`src/fpec_pkg.sv`:
```
package fpec_pkg;
   // store control register
   localparam logic [7:0] PROGRAM_STORE_CONTROL_OFS = 8'h8F;
   localparam logic [7:0] PROGRAM_STORE_CONTROL_RST = 8'h00;
   localparam int WE_BIT = 0;
   localparam int EE_BIT = 1;
   // address map
   localparam logic [15:0] MAIN_LAST = 16'h7FFF;
   localparam logic [15:0] EXTRA_BASE = 16'h8000;
   localparam logic [15:0] EXTRA_LAST = 16'h807F;
   localparam logic [15:0] LOCK_WE_ADDR = 16'h7DFE;
   localparam logic [15:0] LOCK_RD_ADDR = 16'h7DFF;
   localparam int SECTOR_SHIFT = 9;
   localparam int BLOCK_SHIFT = 12;
   localparam logic [7:0] ERASED_BYTE = 8'hFF;
   localparam logic [3:0] PRESCALE_OFF = 4'hF;
   // timing
   localparam int CLK_MHZ = 250;
   localparam int WRITE_TIME_NS = 40000;
   localparam int ERASE_TIME_MS = 10;
   localparam int WRITE_CYCLES = (WRITE_TIME_NS * CLK_MHZ + 999) / 1000;
   localparam int ERASE_CYCLES = ERASE_TIME_MS * 1000 * CLK_MHZ;
   localparam int TIME_W = 22;
   // jtag operations
   typedef enum logic [1:0] {
      FPEC_JREAD = 2'h0,
      FPEC_JWRITE = 2'h1,
      FPEC_JERASE = 2'h2
   } fpec_jop_t;
   // array erase kinds
   typedef enum logic [1:0] {
      FPEC_ER_MAIN = 2'h0,
      FPEC_ER_EXTRA = 2'h1,
      FPEC_ER_MASS = 2'h2
   } fpec_erase_t;
   typedef enum logic [2:0] {
      FPEC_OP_READ = 3'h0,
      FPEC_OP_PROG = 3'h1,
      FPEC_OP_ERASE = 3'h2,
      FPEC_OP_LOCK0 = 3'h3,
      FPEC_OP_LOCK1 = 3'h4
   } fpec_op_t;
   typedef enum logic [1:0] {
      FPEC_IDLE = 2'h0,
      FPEC_RD_WAIT = 2'h1,
      FPEC_BUSY = 2'h2
   } fpec_state_t;
endpackage

```
`src/fpec_tick_gen.sv`:
```
`timescale 1ns/1ns
`default_nettype none
module fpec_tick_gen #(
   parameter int PW = 4
) (
   // clock and reset
   input wire logic clock,
   input wire logic sys_rst,
   // control
   input wire logic run,
   input wire logic [PW-1:0] prescale,
   // one tick every prescale+1 cycles while running
   output logic tick
);
   import fpec_pkg::*;
   logic [PW-1:0] cnt_r;
   logic [PW-1:0] cnt_nxt;

   if (PW < 1) begin
      $error("prescaler width must be positive");
   end

   assign tick = run && (cnt_r == prescale);

   always_comb begin
      cnt_nxt = cnt_r;
      if (!run || tick) begin
         cnt_nxt = '0;
      end else begin
         cnt_nxt = cnt_r + 1'b1;
      end
   end

   always_ff @(posedge clock) begin
      if (sys_rst) begin
         cnt_r <= '0;
      end else begin
         cnt_r <= cnt_nxt;
      end
   end
endmodule
`default_nettype wire

```
`src/fpec_addr_check.sv`:
```
`timescale 1ns/1ns
`default_nettype none
module fpec_addr_check (
   // address under test
   input wire logic [15:0] addr,
   // lock bytes
   input wire logic [7:0] lock_rd,
   input wire logic [7:0] lock_we,
   // decode
   output logic valid,
   output logic in_extra,
   output logic in_lock_sector,
   output logic is_lock_byte,
   output logic rd_open,
   output logic we_open
);
   import fpec_pkg::*;
   logic [2:0] blk;

   assign blk = addr[BLOCK_SHIFT+2:BLOCK_SHIFT];
   assign in_extra = (addr >= EXTRA_BASE) && (addr <= EXTRA_LAST);
   assign valid = (addr <= MAIN_LAST) || in_extra;
   assign in_lock_sector = (addr[15:SECTOR_SHIFT] ==
                            LOCK_WE_ADDR[15:SECTOR_SHIFT]);
   assign is_lock_byte = (addr == LOCK_WE_ADDR) || (addr == LOCK_RD_ADDR);
   assign rd_open = in_extra || lock_rd[blk];
   assign we_open = in_extra || lock_we[blk];
endmodule
`default_nettype wire

```
`src/fpec_top.sv`:
```
// Overview of operation
// - writes only clear bits; erase gives 0xFF
// - hardware times every write and erase
// - software writes need write enable set
// - erase clears whole 512-byte main sector
// - erase plus write enable: write erases sector
// - erase mode stays until software clears it
// - 4-bit prescaler times; 1111b inhibits write and erase
// - core stalls during any program or erase
// - extra 128-byte sector at 0x8000-0x807F
// - code reads read, external writes program
// - lock bytes at 0x7DFE, 0x7DFF, 4k blocks
// - read lock zero bit blocks jtag reads
// - write lock zero bit blocks jtag writes
// - software never erases lock byte sector
// - jtag can program uninitialized device
// - one byte programmed per operation
// - only jtag mass or lock byte sector erase restores lock bits
`timescale 1ns/1ns
`default_nettype none
module fpec_top #(
   parameter int WRITE_TICKS = fpec_pkg::WRITE_CYCLES,
   parameter int ERASE_TICKS = fpec_pkg::ERASE_CYCLES
) (
   // clock and reset
   input wire logic clock,
   input wire logic sys_rst,
   // special function register port
   input wire logic [7:0] sfr_addr,
   input wire logic sfr_wr,
   input wire logic [7:0] sfr_wdata,
   output logic [7:0] sfr_rdata,
   // flash timing prescaler
   input wire logic [3:0] timing_prescaler_value,
   // processor accesses
   input wire logic external_move_write,
   input wire logic code_space_read,
   input wire logic [15:0] cpu_addr,
   input wire logic [7:0] cpu_wdata,
   output logic [7:0] cpu_rdata,
   output logic cpu_done,
   output logic cpu_stall,
   // jtag programming port
   input wire logic jtag_req,
   input wire fpec_pkg::fpec_jop_t jtag_op,
   input wire logic [15:0] jtag_addr,
   input wire logic [7:0] jtag_wdata,
   output logic [7:0] jtag_rdata,
   output logic jtag_done,
   output logic jtag_denied,
   // flash array
   output logic [15:0] arr_addr,
   output logic arr_rd,
   input wire logic [7:0] arr_rdata,
   output logic [7:0] arr_wdata,
   output logic arr_prog,
   output logic arr_erase,
   output fpec_pkg::fpec_erase_t arr_erase_kind
);
   import fpec_pkg::*;

   if (WRITE_TICKS < 1 || ERASE_TICKS < 1) begin
      $error("tick counts too small");
   end
   if (longint'(WRITE_TICKS) >= (64'd1 << TIME_W) ||
       longint'(ERASE_TICKS) >= (64'd1 << TIME_W)) begin
      $error("tick counts exceed timer width");
   end

   // store control register
   logic [1:0] ctrl_r;
   logic [1:0] ctrl_nxt;
   logic [7:0] sfr_rdata_r;
   logic [7:0] sfr_rdata_nxt;

   always_comb begin
      ctrl_nxt = ctrl_r;
      sfr_rdata_nxt = 8'h00;
      // enables held until software rewrites them
      if (sfr_wr && sfr_addr == PROGRAM_STORE_CONTROL_OFS) begin
         ctrl_nxt = sfr_wdata[EE_BIT:WE_BIT];
      end
      if (sfr_addr == PROGRAM_STORE_CONTROL_OFS) begin
         sfr_rdata_nxt = {6'h00, ctrl_r};
      end
   end

   always_ff @(posedge clock) begin
      if (sys_rst) begin
         ctrl_r <= PROGRAM_STORE_CONTROL_RST[1:0];
         sfr_rdata_r <= 8'h00;
      end else begin
         ctrl_r <= ctrl_nxt;
         sfr_rdata_r <= sfr_rdata_nxt;
      end
   end
   assign sfr_rdata = sfr_rdata_r;

   // sequencer state
   fpec_state_t state_r, state_nxt;
   fpec_op_t op_r, op_nxt;
   logic who_jtag_r, who_jtag_nxt;
   logic lock_sec_r, lock_sec_nxt;
   logic loaded_r, loaded_nxt;
   logic [7:0] lock_rd_r, lock_rd_nxt;
   logic [7:0] lock_we_r, lock_we_nxt;
   logic [7:0] wdata_r, wdata_nxt;
   logic [7:0] old_r, old_nxt;
   logic [TIME_W-1:0] timer_r, timer_nxt;
   logic [15:0] addr_r, addr_nxt;
   logic rd_r, rd_nxt;
   logic [7:0] awdata_r, awdata_nxt;
   fpec_erase_t ekind_r, ekind_nxt;
   logic [7:0] cpu_rdata_r, cpu_rdata_nxt;
   logic [7:0] jtag_rdata_r, jtag_rdata_nxt;
   logic cpu_done_r, cpu_done_nxt;
   logic jtag_done_r, jtag_done_nxt;
   logic jtag_den_r, jtag_den_nxt;

   logic [15:0] req_addr;
   logic a_valid, a_extra, a_lock_sec, a_lock_byte, a_rd_open, a_we_open;
   logic tick;
   logic inhibit;
   logic can_take;
   logic finish;

   assign req_addr = jtag_req ? jtag_addr : cpu_addr;
   // prescale 1111b inhibits write and erase
   assign inhibit = (timing_prescaler_value == PRESCALE_OFF);
   assign can_take = (state_r == FPEC_IDLE) && loaded_r &&
                     !cpu_done_r && !jtag_done_r;
   assign finish = (state_r == FPEC_BUSY) && tick &&
                   (timer_r == TIME_W'(1));

   fpec_addr_check u_check (
      .addr(req_addr),
      .lock_rd(lock_rd_r),
      .lock_we(lock_we_r),
      .valid(a_valid),
      .in_extra(a_extra),
      .in_lock_sector(a_lock_sec),
      .is_lock_byte(a_lock_byte),
      .rd_open(a_rd_open),
      .we_open(a_we_open)
   );

   // interval ticks come from the prescaler
   fpec_tick_gen #(.PW(4)) u_tick (
      .clock(clock),
      .sys_rst(sys_rst),
      .run(state_r == FPEC_BUSY),
      .prescale(timing_prescaler_value),
      .tick(tick)
   );

   always_comb begin
      state_nxt = state_r;
      op_nxt = op_r;
      who_jtag_nxt = who_jtag_r;
      lock_sec_nxt = lock_sec_r;
      loaded_nxt = loaded_r;
      lock_rd_nxt = lock_rd_r;
      lock_we_nxt = lock_we_r;
      wdata_nxt = wdata_r;
      old_nxt = old_r;
      timer_nxt = timer_r;
      addr_nxt = addr_r;
      rd_nxt = 1'b0;
      awdata_nxt = awdata_r;
      ekind_nxt = ekind_r;
      cpu_rdata_nxt = cpu_rdata_r;
      jtag_rdata_nxt = jtag_rdata_r;
      cpu_done_nxt = 1'b0;
      jtag_done_nxt = 1'b0;
      jtag_den_nxt = 1'b0;
      case (state_r)
         FPEC_IDLE: begin
            if (!loaded_r) begin
               addr_nxt = LOCK_WE_ADDR;
               rd_nxt = 1'b1;
               op_nxt = FPEC_OP_LOCK0;
               state_nxt = FPEC_RD_WAIT;
            end else if (can_take && jtag_req) begin
               who_jtag_nxt = 1'b1;
               addr_nxt = jtag_addr;
               wdata_nxt = jtag_wdata;
               lock_sec_nxt = a_lock_sec;
               if (jtag_op == FPEC_JREAD && a_valid && a_rd_open) begin
                  rd_nxt = 1'b1;
                  op_nxt = FPEC_OP_READ;
                  state_nxt = FPEC_RD_WAIT;
               end else if (jtag_op == FPEC_JWRITE && a_valid &&
                            a_we_open && !inhibit) begin
                  rd_nxt = 1'b1;
                  op_nxt = FPEC_OP_PROG;
                  state_nxt = FPEC_RD_WAIT;
               end else if (jtag_op == FPEC_JERASE && a_valid && !inhibit &&
                            (a_lock_byte || a_we_open)) begin
                  // lock byte address starts mass erase
                  op_nxt = FPEC_OP_ERASE;
                  ekind_nxt = a_lock_byte ? FPEC_ER_MASS :
                              (a_extra ? FPEC_ER_EXTRA : FPEC_ER_MAIN);
                  timer_nxt = TIME_W'(ERASE_TICKS);
                  state_nxt = FPEC_BUSY;
               end else begin
                  jtag_done_nxt = 1'b1;
                  jtag_den_nxt = 1'b1;
               end
            end else if (can_take && code_space_read) begin
               // code reads go straight to the array
               who_jtag_nxt = 1'b0;
               addr_nxt = cpu_addr;
               rd_nxt = 1'b1;
               op_nxt = FPEC_OP_READ;
               state_nxt = FPEC_RD_WAIT;
            end else if (can_take && external_move_write) begin
               who_jtag_nxt = 1'b0;
               addr_nxt = cpu_addr;
               wdata_nxt = cpu_wdata;
               lock_sec_nxt = a_lock_sec;
               if (!ctrl_r[WE_BIT] || inhibit || !a_valid) begin
                  cpu_done_nxt = 1'b1;
               end else if (ctrl_r[EE_BIT]) begin
                  // erase mode discards the data byte
                  // lock byte sector is never erased here
                  if (a_lock_sec) begin
                     cpu_done_nxt = 1'b1;
                  end else begin
                     op_nxt = FPEC_OP_ERASE;
                     ekind_nxt = a_extra ? FPEC_ER_EXTRA : FPEC_ER_MAIN;
                     timer_nxt = TIME_W'(ERASE_TICKS);
                     state_nxt = FPEC_BUSY;
                  end
               end else begin
                  rd_nxt = 1'b1;
                  op_nxt = FPEC_OP_PROG;
                  state_nxt = FPEC_RD_WAIT;
               end
            end
         end
         FPEC_RD_WAIT: begin
            case (op_r)
               FPEC_OP_LOCK0: begin
                  lock_we_nxt = arr_rdata;
                  addr_nxt = LOCK_RD_ADDR;
                  rd_nxt = 1'b1;
                  op_nxt = FPEC_OP_LOCK1;
               end
               FPEC_OP_LOCK1: begin
                  lock_rd_nxt = arr_rdata;
                  loaded_nxt = 1'b1;
                  state_nxt = FPEC_IDLE;
               end
               FPEC_OP_PROG: begin
                  // program value never sets a bit
                  old_nxt = arr_rdata;
                  awdata_nxt = arr_rdata & wdata_r;
                  timer_nxt = TIME_W'(WRITE_TICKS);
                  state_nxt = FPEC_BUSY;
               end
               default: begin
                  if (who_jtag_r) begin
                     jtag_rdata_nxt = arr_rdata;
                     jtag_done_nxt = 1'b1;
                  end else begin
                     cpu_rdata_nxt = arr_rdata;
                     cpu_done_nxt = 1'b1;
                  end
                  state_nxt = FPEC_IDLE;
               end
            endcase
         end
         FPEC_BUSY: begin
            if (tick) begin
               timer_nxt = timer_r - TIME_W'(1);
            end
            if (finish) begin
               state_nxt = FPEC_IDLE;
               jtag_done_nxt = who_jtag_r;
               cpu_done_nxt = !who_jtag_r;
               if (op_r == FPEC_OP_PROG && addr_r == LOCK_WE_ADDR) begin
                  lock_we_nxt = lock_we_r & awdata_r;
               end
               if (op_r == FPEC_OP_PROG && addr_r == LOCK_RD_ADDR) begin
                  lock_rd_nxt = lock_rd_r & awdata_r;
               end
               if (op_r == FPEC_OP_ERASE &&
                   (ekind_r == FPEC_ER_MASS || lock_sec_r)) begin
                  lock_we_nxt = ERASED_BYTE;
                  lock_rd_nxt = ERASED_BYTE;
               end
            end
         end
         default: begin
            state_nxt = FPEC_IDLE;
         end
      endcase
   end

   always_ff @(posedge clock) begin
      if (sys_rst) begin
         state_r <= FPEC_IDLE;
         op_r <= FPEC_OP_READ;
         who_jtag_r <= 1'b0;
         lock_sec_r <= 1'b0;
         loaded_r <= 1'b0;
         lock_rd_r <= 8'h00;
         lock_we_r <= 8'h00;
         wdata_r <= 8'h00;
         old_r <= 8'h00;
         timer_r <= '0;
         addr_r <= 16'h0000;
         rd_r <= 1'b0;
         awdata_r <= 8'h00;
         ekind_r <= FPEC_ER_MAIN;
         cpu_rdata_r <= 8'h00;
         jtag_rdata_r <= 8'h00;
         cpu_done_r <= 1'b0;
         jtag_done_r <= 1'b0;
         jtag_den_r <= 1'b0;
      end else begin
         state_r <= state_nxt;
         op_r <= op_nxt;
         who_jtag_r <= who_jtag_nxt;
         lock_sec_r <= lock_sec_nxt;
         loaded_r <= loaded_nxt;
         lock_rd_r <= lock_rd_nxt;
         lock_we_r <= lock_we_nxt;
         wdata_r <= wdata_nxt;
         old_r <= old_nxt;
         timer_r <= timer_nxt;
         addr_r <= addr_nxt;
         rd_r <= rd_nxt;
         awdata_r <= awdata_nxt;
         ekind_r <= ekind_nxt;
         cpu_rdata_r <= cpu_rdata_nxt;
         jtag_rdata_r <= jtag_rdata_nxt;
         cpu_done_r <= cpu_done_nxt;
         jtag_done_r <= jtag_done_nxt;
         jtag_den_r <= jtag_den_nxt;
      end
   end

   assign arr_addr = addr_r;
   assign arr_rd = rd_r;
   assign arr_wdata = awdata_r;
   assign arr_prog = (state_r == FPEC_BUSY) && (op_r == FPEC_OP_PROG);
   assign arr_erase = (state_r == FPEC_BUSY) && (op_r == FPEC_OP_ERASE);
   assign arr_erase_kind = ekind_r;
   assign cpu_rdata = cpu_rdata_r;
   assign cpu_done = cpu_done_r;
   assign jtag_rdata = jtag_rdata_r;
   assign jtag_done = jtag_done_r;
   assign jtag_denied = jtag_den_r;
   // core held while a request waits or array is busy
   assign cpu_stall = ((external_move_write || code_space_read) &&
                       !cpu_done_r) || (state_r == FPEC_BUSY);
endmodule
`default_nettype wire

```
`config.mk`:
```
export PLATFORM = sky130hd
export DESIGN_NAME = fpec_top
export DESIGN_NICKNAME = d
export VERILOG_FILES = /design/src/fpec_pkg.sv /design/src/fpec_tick_gen.sv /design/src/fpec_addr_check.sv /design/src/fpec_top.sv
export SDC_FILE = /design/constraint.sdc
export NUM_CORES = 1
export LEC_CHECK = 0
export BUFFER_PORTS_ARGS = -buffer_cell sky130_fd_sc_hd__buf_2
export CORE_MARGIN = 1.5
export CORE_UTILIZATION = 54
export DETAILED_ROUTE_END_ITERATION = 16
export PLACE_DENSITY = 0.85
export SYNTH_ARGS = -nofsm -noshare
export SYNTH_HDL_FRONTEND = slang
export SYNTH_SLANG_ARGS = --single-unit
```
`constraint.sdc`:
```
create_clock -name clock -period 3.1 [get_ports clock]
set_input_delay 0.465 -clock clock [delete_from_list [all_inputs] [get_ports clock]]
set_output_delay 0.465 -clock clock [all_outputs]
set_load 0.01 [all_outputs]
```
==> results of run 1 <==
state kept, by name, indices dropped and copies added, names as in the netlist, 2 cells and up:
register / cells
state_r: 2
op_r: 3
lock_we_r: 8
wdata_r: 8
arr_erase_kind: 2
arr_wdata: 8
sfr_rdata: 2
cpu_rdata: 8
arr_addr: 16
timer_r: 22
u_tick.cnt_r: 4
lock_rd_r: 8
jtag_rdata: 8
ctrl_r: 2
worst reg2reg max path, delay by kind of cell (launching register included):
kind / cells / cell delay [ps]
and+or+nand+nor: 5 / 1660
AOI/OAI and AO/OA: 3 / 690
DFF: 1 / 380
per-layer routing:
metal  track usage [%]  share of wire (%)  vias up
met2              49.4                 49      274
met5                 0                  0        -
met1              34.4                 41     2754
li1                  -                  -     2835
met3              5.46                6.9       50
met4              13.5                3.2        0
metrics by stage:
stage / cell area [um2] / worst slack, ps / hold slack (ps) / total power (uW) / instances
2_1_floorplan: 5790 / 420 / 433 / 3240 / 723
3_3_place_gp: 6570 / 94.9 / 442 / 3800 / 959
3_5_place_dp: 6570 / 29.4 / 449 / 3890 / 959
4_1_cts: 6750 / 177 / 314 / 4700 / 974
5_1_grt: 6750 / 25.2 / 323 / 5040 / 974
6_report: 6750 / 287 / 320 / 4730 / 974
cells in the mapped netlist, types with 5 or more instances:
library cell | count | area share (%)
nand3_1 | 34 | 2.9
dfxtp_1 | 108 | 37
or3_1 | 8 | 0.87
nand2b_1 | 16 | 1.7
o21ai_0 | 48 | 4.2
buf_2 | 5 | 0.43
nor2b_1 | 6 | 0.65
nor2_1 | 76 | 4.9
nor3_1 | 14 | 1.2
a311oi_1 | 22 | 3.3
and2_1 | 6 | 0.65
buf_4 | 6 | 0.78
a21oi_1 | 76 | 6.6
inv_1 | 17 | 1.1
mux2i_1 | 38 | 6.6
nand4_1 | 13 | 1.4
clkbuf_1 | 35 | 2.3
a31oi_1 | 5 | 0.54
ha_1 | 7 | 1.5
nand2_1 | 70 | 4.6
o31ai_1 | 6 | 0.78
nor4_1 | 8 | 0.87
xnor2_1 | 6 | 0.91
o21a_1 | 12 | 1.6
power groups by stage:
stage,Clock [uW],Combinational [uW],Sequential (uW)
2_1_floorplan,0,1390,1860
3_3_place_gp,0,1980,1820
3_5_place_dp,0,2050,1830
4_1_cts,839,2060,1810
5_1_grt,904,2290,1850
6_report,821,2090,1810
layout make-up:
| cell class | instances | area (um2) |
|---|---|---|
| Clock buffer | 9 | 124 |
| Sequential cell | 108 | 2160 |
| Multi-Input combinational cell | 549 | 3350 |
| Inverter | 17 | 63.8 |
| Timing Repair Buffer | 149 | 826 |
| Tap cell | 136 | 170 |
| Clock inverter | 6 | 55.1 |
| Fill cell | 880 | 3570 |
cells by family after synthesis:
| kind of cell | count (synthesis) | share of synthesized area [%] |
|---|---|---|
| buffers and inverters | 66 | 4.92 |
| other | 1 | 0.0650 |
| and+or+nand+nor | 280 | 23.9 |
| muxes | 43 | 7.66 |
| DFF | 108 | 37.5 |
| AOI/OAI and AO/OA | 206 | 23.4 |
| adders and majority gates | 7 | 1.52 |
| xor gates and xnor gates | 7 | 1.06 |
worst paths after layout:
check	cells past startpoint	start	end
max	8	timer_r[2]$_SDFFE_PP0P_	lock_we_r[4]$_SDFFE_PP0P_
min	3	jtag_wdata[2]	wdata_r[2]$_SDFFE_PP0P_
min reg2reg	2	lock_rd_r[5]$_SDFFE_PP0P_	lock_rd_r[5]$_SDFFE_PP0P_
max reg2reg	8	timer_r[2]$_SDFFE_PP0P_	lock_we_r[4]$_SDFFE_PP0P_
repair_timing:
| item | CTS | global route |
|---|---|---|
| buffers inserted | 0 | 0 |
| resized for setup | 0 | 1 |
| hold endpoints to repair | 0 | 0 |
| endpoints found under the setup margin | 0 | 4 |
==> metrics, run 1 <==
outcome=finished clean; mean number of vias per cell=6.07; fin util=65.4%; Port Buf Inserts=128; vias in the first global route=5678; Final Skew=18.7 ps; DP Wirelength=11600 um; maximum vdd drop=0.000349 V; P_sw=1980 uW; CP peak stage delay=590 ps; DRC=0; clock buffer count from CTS=9; Root Driver=clkbuf_8; most frequent cells in the layout=buf_2, dfxtp_1, nor2_1; Sink Count=108; Fmax=356 MHz; LEAKAGE=0.00267 uW; core area=10300 um2; HP Class=primary input to flop; RSZ-0062 raised after global routing=false; Gate Count Post-Synth=718; Final min period=2810 ps; die width=106 um; clock latency on the worst-skew pair=390 ps; Final Hold Vio Count=0; DR iter-0 viols=514; GP Congestion=0.988; Rel. slew slack=33.3%; Final setup viols=0; CTS HTree Levels=3; crit end category=flop; FFs w/ async S/R, synth=0%; antenna-violating nets left=0; I/O pin count=141; Sequential Power Share=38.3%; Worst Path Max Fanout=9; global route overflow=0; Least-Margin Pin Slew=1000 ps; initial antenna violation count=0; arrival time at the worst endpoint=3130 ps; pwr/cell area=700 nW/um2; DR WL/cell=16.2 um; Avg Inst Size Synth=8.04 um2; Synth Warn #=0; drt first pass iters=5; Distinct cells, synth=69; largest net degree at the start of global routing=99; R2R setup slack=290 ps; ys flop type=dfxtp_1; Fin Setup TNS=0 ps; commonest non-fill, non-tap cell in the layout=buf_2; clk slew on worst S/H paths=110 ps; layout cells sized above 1=21.7%; slowest CP cell=or4_1; Layout area overhead=17.0%; gr usage total=28.7%; Vias=5913; antenna fix cells=0; row cnt=37; total wire length=15700 um; Post-CTS Hold Fix Bufs=0; max cap viols=0; Seq cells post-synth=108; CP delay by family, top=simple AND/OR/NAND/NOR gates; die area=11300 um2; TritonCTS clock tree=done; period utilization=90.7%; clock share of power=17.4%; combinational power share=44.3%; Post-synth EDFFs=0; Die H=106 um; CP required=3410 ps; startpoint types=flop; Initial Util=55.9%; Setup Crit Path Kind=flop to flop; sw frac=42.0%; Internal Dissipation=2740 uW; crit path cell chain=or4_1, or3_1, nor4_2, nor2_1, a221o_1, nor2_4, o21ai_0, a21oi_1; crit path buf inv count=0; global-route wire length before repair=26300 um; Final Max Slew Viols=0; nets=925; clock buffer depth=2; Post-Syn Area=5770 um2; sequential cell area fraction in the yosys report=37.5%
(Power assumes the default switching activity.)
==> run 2, diff against run 1 <==
--- a/config.mk
+++ b/config.mk
@@ -5,11 +5,12 @@
 export SDC_FILE = /design/constraint.sdc
 export NUM_CORES = 1
 export LEC_CHECK = 0
+export ABC_AREA = 1
 export BUFFER_PORTS_ARGS = -buffer_cell sky130_fd_sc_hd__buf_2
 export CORE_MARGIN = 1.5
 export CORE_UTILIZATION = 54
 export DETAILED_ROUTE_END_ITERATION = 16
-export PLACE_DENSITY = 0.85
+export PLACE_DENSITY = 0.89
 export SYNTH_ARGS = -nofsm -noshare
 export SYNTH_HDL_FRONTEND = slang
 export SYNTH_SLANG_ARGS = --single-unit
==> run 2 against run 1 <==
  * Worst hold slack gained 0.53 ps
  * Fmax grew 6.9%
  * First-iteration DRC count grew 26%
  * Critical path depth grew 8
==> metrics, run 2 <==
outcome=finished clean; Vias=6587 (+11%); nets=1152 (+25%); Final min period=2630 ps (-181 ps); largest net degree at the start of global routing=46 (-54%); gr usage total=30.2% (+1.5 points); Rel. slew slack=52.2% (+19 points); global-route wire length before repair=28200 um (+7.1%); sequential cell area fraction in the yosys report=35.9% (-1.5 points); Synth area leaders=dfxtp_1, nand2_1, nor2_1; Largest Register=timer_r; period utilization=84.9% (-5.8 points); RSZ-0062 raised after global routing=false; Fin Setup TNS=0 ps (unchanged); GP Congestion=0.927 (-6.2%); commonest non-fill, non-tap cell in the layout=nand2_1; Final Max Slew Viols=0 (unchanged); Sink Count=108 (unchanged); LEAKAGE=0.00318 uW (+19%); DP Wirelength=12200 um (+5.9%); CP required=3430 ps (+20 ps); Port Buf Inserts=128 (unchanged); pwr/cell area=853 nW/um2 (+22%); Fmax=380 MHz (+6.9%); Least-Margin Pin Slew=716 ps (-286 ps); Seq cells post-synth=108 (unchanged); largest area contributor in the synthesized netlist=dfxtp_1; vias in the first global route=5970 (+5.1%); Synth Warn #=0 (unchanged); fin util=64.2% (-1.2 points); CTS HTree Levels=3 (unchanged); arrival time at the worst endpoint=2960 ps (-170 ps); post_cts resized=0 (unchanged); Distinct cells, synth=38 (-45%); most frequent cells in the layout=nand2_1, nor2_1, buf_2; total wire length=16900 um (+7.1%); drt first pass iters=5 (unchanged); mean number of vias per cell=5.46 (-10%); die area=11800 um2 (+4.2%); clk slew on worst S/H paths=110 ps (about the same); TritonCTS clock tree=done; max cap viols=0 (unchanged); core area=10800 um2 (+5.0%); ys flop type=dfxtp_1; Worst Path Max Fanout=18 (+9); Post-Syn Area=6020 um2 (+4.3%); clock buffer count from CTS=9 (unchanged); crit end category=flop; commonest cells in the synthesized netlist=nand2_1, nor2_1, dfxtp_1; startpoint types=flop; I/O pin count=141 (unchanged); DR WL/cell=14.0 um (-13%); max FFs per register=22 (unchanged); maximum vdd drop=0.000528 V (+51%); global route overflow=0 (unchanged); FFs w/ async S/R, synth=0% (unchanged); Final Skew=13.4 ps (-5.32 ps); Layout area overhead=15.6%; layout cells sized above 1=16.4% (-5.3 points); Initial Util=55.5% (-0.38 points); antenna fix cells=0 (unchanged); Root Driver=clkbuf_8; clock buffer depth=2 (unchanged); Post-synth EDFFs=0 (unchanged); Setup Crit Path Kind=flop to flop; Gate Count Post-Synth=944 (+31%); postcts setup bufs=0 (unchanged); DR iter-0 viols=650 (+26%); most frequent cell after synthesis=nand2_1; initial antenna violation count=0 (unchanged); HP Class=primary input to flop; total power=5930 uW (+25%); Die H=109 um (+2.1%); DRC=0 (unchanged); die width=109 um (+2.1%); Final setup viols=0 (unchanged); clock latency on the worst-skew pair=400 ps (about the same); Post-CTS Hold Fix Bufs=0 (unchanged); area fraction of the dominant cell type after synthesis=35.9% (-1.5 points); antenna-violating nets left=0 (unchanged); row cnt=38 (+2.7%); Avg Inst Size Synth=6.37 um2 (-21%); Final Hold Vio Count=0 (unchanged)
[run 2: cell types whose count changed in the layout (fill, tap and decap cells not counted), moves of 16 or more]
| cell | delta |
|---|---|
| a311oi_1 | -22 |
| nand2_1 | +182 |
| mux2i_1 | -38 |
| nor2_1 | +67 |
| inv_1 | +67 |
| nand2b_1 | -16 |
| nand3_1 | +36 |
| o21ai_0 | +28 |
| a31oi_1 | +19 |
| a21oi_1 | -27 |
[run 2: kinds of logic after synthesis]
kind of cell	after synthesis	synth area share, %
and+or+nand+nor	510	35.4
xor gates and xnor gates	16	2.33
DFF	108	35.9
AOI/OAI and AO/OA	173	15.9
adders and majority gates	7	1.46
buffers and inverters	129	8.90
other	1	0.0623
[run 2: layout make-up]
type / count / area, um2
fill: 1008 / 3890
multi-input combinational: 712 / 3340
sequential: 108 / 2160
timing repair buffer: 142 / 758
inverter: 88 / 332
tap: 140 / 175
clock buffer: 10 / 138
clock inverter: 6 / 51.3
[run 2: path summary, 6_finish.rpt]
check / from / end / slack [ps] / cells after the start
max: state_r[0]$_SDFFE_PP0P_ / timer_r[3]$_SDFFE_PP0P_ / 470 / 16
max reg2reg: state_r[0]$_SDFFE_PP0P_ / timer_r[3]$_SDFFE_PP0P_ / 470 / 16
min: jtag_wdata[5] / wdata_r[5]$_SDFFE_PP0P_ / 320 / 3
min reg2reg: jtag_rdata[7]$_SDFFE_PP0P_ / jtag_rdata[7]$_SDFFE_PP0P_ / 450 / 2
[run 2: worst max-delay path: stages, from the launching register on]
cell	delay [ps]
dfxtp_1	350
inv_1	120
ha_1	260
nand2_2	130
nor3_4	220
nand2_2	140
nand2_1	120
nand2_1	70
nand2_1	110
nand3_1	120
nor2_1	120
nand3_1	100
o21ai_2	100
nand2_4	170
clkinv_2	250
nor2_1	80
nor2_1	110
[run 2: layer usage]
layer	wire length [um]	vias to the layer above	track usage, %	share of wire [%]
li1	-	3292	-	-
met1	7430	2914	41.5	44
met2	7490	351	47.7	44
met3	1580	30	4.76	9.4
met4	361	0	10.9	2.1
met5	0	-	0	0
[run 2: power by group]
group	switching, uW	total [uW]	internal, uW	leakage [uW]
Combinational	1920	2990	1060	0.00220
Sequential	326	2080	1750	0.000880
Clock	538	867	329	0.0000996
Total	2790	5930	3140	0.00318
[run 2: metrics by stage]
step	setup WS [ps]	area [um2]	instances	hold WS, ps
final	468	6950	1206	321
after CTS	478	6950	1206	314
after global routing	157	6950	1206	324
after global placement	495	6770	1190	428
after detailed placement	440	6770	1190	432
after floorplan	953	6040	949	440
==> run 3, diff against run 2 <==
--- a/config.mk
+++ b/config.mk
@@ -8,9 +8,9 @@
 export ABC_AREA = 1
 export BUFFER_PORTS_ARGS = -buffer_cell sky130_fd_sc_hd__buf_2
 export CORE_MARGIN = 1.5
-export CORE_UTILIZATION = 54
+export CORE_UTILIZATION = 49
 export DETAILED_ROUTE_END_ITERATION = 16
-export PLACE_DENSITY = 0.89
+export PLACE_DENSITY = 0.86
 export SYNTH_ARGS = -nofsm -noshare
 export SYNTH_HDL_FRONTEND = slang
 export SYNTH_SLANG_ARGS = --single-unit
==> constraint.sdc (replaced) <==
create_clock -name clock -period 2.25 [get_ports clock]
set_input_delay 0.3375 -clock clock [delete_from_list [all_inputs] [get_ports clock]]
set_output_delay 0.3375 -clock clock [all_outputs]
set_load 0.01 [all_outputs]
==> run 3 against run 2 <==
  * Sequential power is 38% higher
  * Largest cell class unchanged
  * Combinational power is 56% higher
  * Global-route usage is 2.8 points lower
  * Cell count is 3.7% higher
  * Non-clock buffer count is 37 higher
  * Worst hold slack worse by 86 ps
  * Sequential cell count stayed put
==> metrics, run 3 (synthesized netlist as in run 2, its figures left out) <==
outcome=finished clean; core area=12000 um2 (+11%); DRC=0 (unchanged); Vias=6734 (+2.2%); clock buffer depth=2 (unchanged); Final Skew=6.19 ps (-7.20 ps); period utilization=97.4% (+12 points); nets=1190 (+3.3%); Final setup viols=0 (unchanged); Sink Count=108 (unchanged); antenna fix cells=0 (unchanged); pwr/cell area=1220 nW/um2 (+44%); fin util=62.4% (-1.8 points); CTS HTree Levels=3 (unchanged); Final min period=2190 ps (-441 ps); startpoint types=flop; cell area after layout=7490 um2 (+7.7%); drt first pass iters=4 (-1); Largest Register=timer_r; Post-CTS Hold Fix Bufs=0 (unchanged); layout cells sized above 1=20.9% (+4.5 points); Final Hold Vio Count=0 (unchanged); vias in the first global route=6103 (+2.2%); HP Class=primary input to flop; Worst Path Max Fanout=5 (-13); clk slew on worst S/H paths=70 ps (-40 ps); maximum vdd drop=0.000572 V (+8.3%); clock share of power=17.9% (+3.3 points); max FFs per register=22 (unchanged); LEAKAGE=0.00342 uW (+7.6%); Setup Crit Path Kind=flop to flop; commonest non-fill, non-tap cell in the layout=nand2_1; hold path startpoint=jtag_wdata[3]; I/O pin count=141 (unchanged); Die H=114 um (+4.8%); Root Driver=clkbuf_16; DR WL/cell=14.1 um (+0.99%); Fmax=456 MHz (+20%); crit end category=flop; antenna-violating nets left=0 (unchanged); row cnt=40 (+5.3%); global route overflow=0 (unchanged); P_sw=4020 uW (+44%); DR iter-0 viols=402 (-38%); sw frac=43.8% (-3.1 points); Critical Path Source=state_r[0]$_SDFFE_PP0P_; Layout area overhead=24.5%; Cell Area, Placed=7000 um2 (+3.4%); Sequential Power Share=31.4% (-3.6 points); clock buffer count from CTS=9 (unchanged); DP Wirelength=12500 um (+1.7%); Final Max Slew Viols=0 (unchanged); TritonCTS clock tree=done; clock latency on the worst-skew pair=360 ps (-40 ps); GP Congestion=0.959 (+3.4%); initial antenna violation count=0 (unchanged); mean number of vias per cell=5.38 (-1.4%); global-route wire length before repair=28400 um (+0.76%); arrival time at the worst endpoint=2450 ps (-510 ps); total wire length=17700 um (+4.8%); Internal Dissipation=5150 uW (+64%); RR Startpoint=state_r[0]$_SDFFE_PP0P_; CP required=2500 ps (-930 ps); die area=13000 um2 (+9.9%); largest net degree at the start of global routing=53 (+15%); Initial Util=50.1% (-5.4 points); Port Buf Inserts=128 (unchanged); gr usage total=27.3% (-2.8 points); total power=9170 uW (+55%); most frequent cells in the layout=nand2_1, nor2_1, buf_2; # fillers=1132 (+12%); combinational power share=50.8% (+0.4 points); RSZ-0062 raised after global routing=true; max cap viols=0 (unchanged); die width=114 um (+4.8%)
==> run 3: changes by cell type in the layout (fill, tap and decap cells not counted), moves of 4 or more <==
cell        change
buf_4          +33
inv_1           -4
clkbuf_8        -9
nand2_1         -5
clkbuf_16      +11
clkinvlp_4      +4
==> run 3: per-layer routing <==
layer	vias up	share of wire (%)	track usage [%]
li1	3366	-	-
met1	3031	44	35.9
met2	300	45	44.6
met3	37	8.0	5.10
met4	0	2.8	10.8
met5	-	0	0
==> run 3: cell type report <==
class / count / area [um2] / share of cell area [%]
flip-flops and latches: 108 / 2160 / 28.9
repair buffers: 179 / 1090 / 14.5
repair inverters: 1 / 7.51 / 0.100
clock inverters: 5 / 60.1 / 0.802
well taps: 147 / 184 / 2.46
clock buffers: 11 / 243 / 3.24
multi-input cells: 712 / 3400 / 45.4
inverters: 88 / 343 / 4.58
==> run 3: power by group through the flow <==
stage,combinational (uW),sequential [uW],clock (uW)
5_1_grt,5230,2930,1750
2_1_floorplan,2960,2870,0
4_1_cts,4240,2850,1670
3_3_place_gp,4120,2870,0
3_5_place_dp,4190,2880,0
6_report,4660,2870,1640
==> run 3: path summary, 6_finish.rpt <==
path                                                  end  cells after the start  slack, ps
worst max register to register   timer_r[15]$_SDFFE_PP0P_                     16         60
worst min register to register  cpu_rdata[6]$_SDFFE_PP0P_                      2        440
worst max-delay path             timer_r[15]$_SDFFE_PP0P_                     16         60
worst min-delay path              wdata_r[3]$_SDFFE_PP0P_                      3        230
==> run 3: timing repair <==
action,4_1_cts,5_1_grt
endpoints found under the setup margin,4,57
gates cloned,0,3
resized for setup,3,26
setup buffers,0,7
pin swaps,0,5
==> run 3: worst max-delay path: stages (launching register included) <==
cell      delay [ps]
dfxtp_2          330
inv_2             90
ha_4             160
nand2_4           60
nor3_4           190
nand2_2           80
nand2_2           90
nand2_2           70
nand2_2          100
nand3_2           90
nor2_1           100
nand3_1          100
o21ai_2          120
nand2_4          150
buf_12           160
o21bai_1         130
nor2_1            60
==> run 3: through the flow <==
step | hold WS [ps] | worst slack [ps] | setup TNS, ps | std cells
detailed placement | 432 | -27.1 | -261 | 1225
CTS | 223 | 4.41 | 0 | 1241
floorplan | 440 | 103 | 0 | 949
finish | 235 | 58.5 | 0 | 1251
global placement | 428 | 15.3 | 0 | 1225
global route | 246 | -65.1 | -746 | 1251
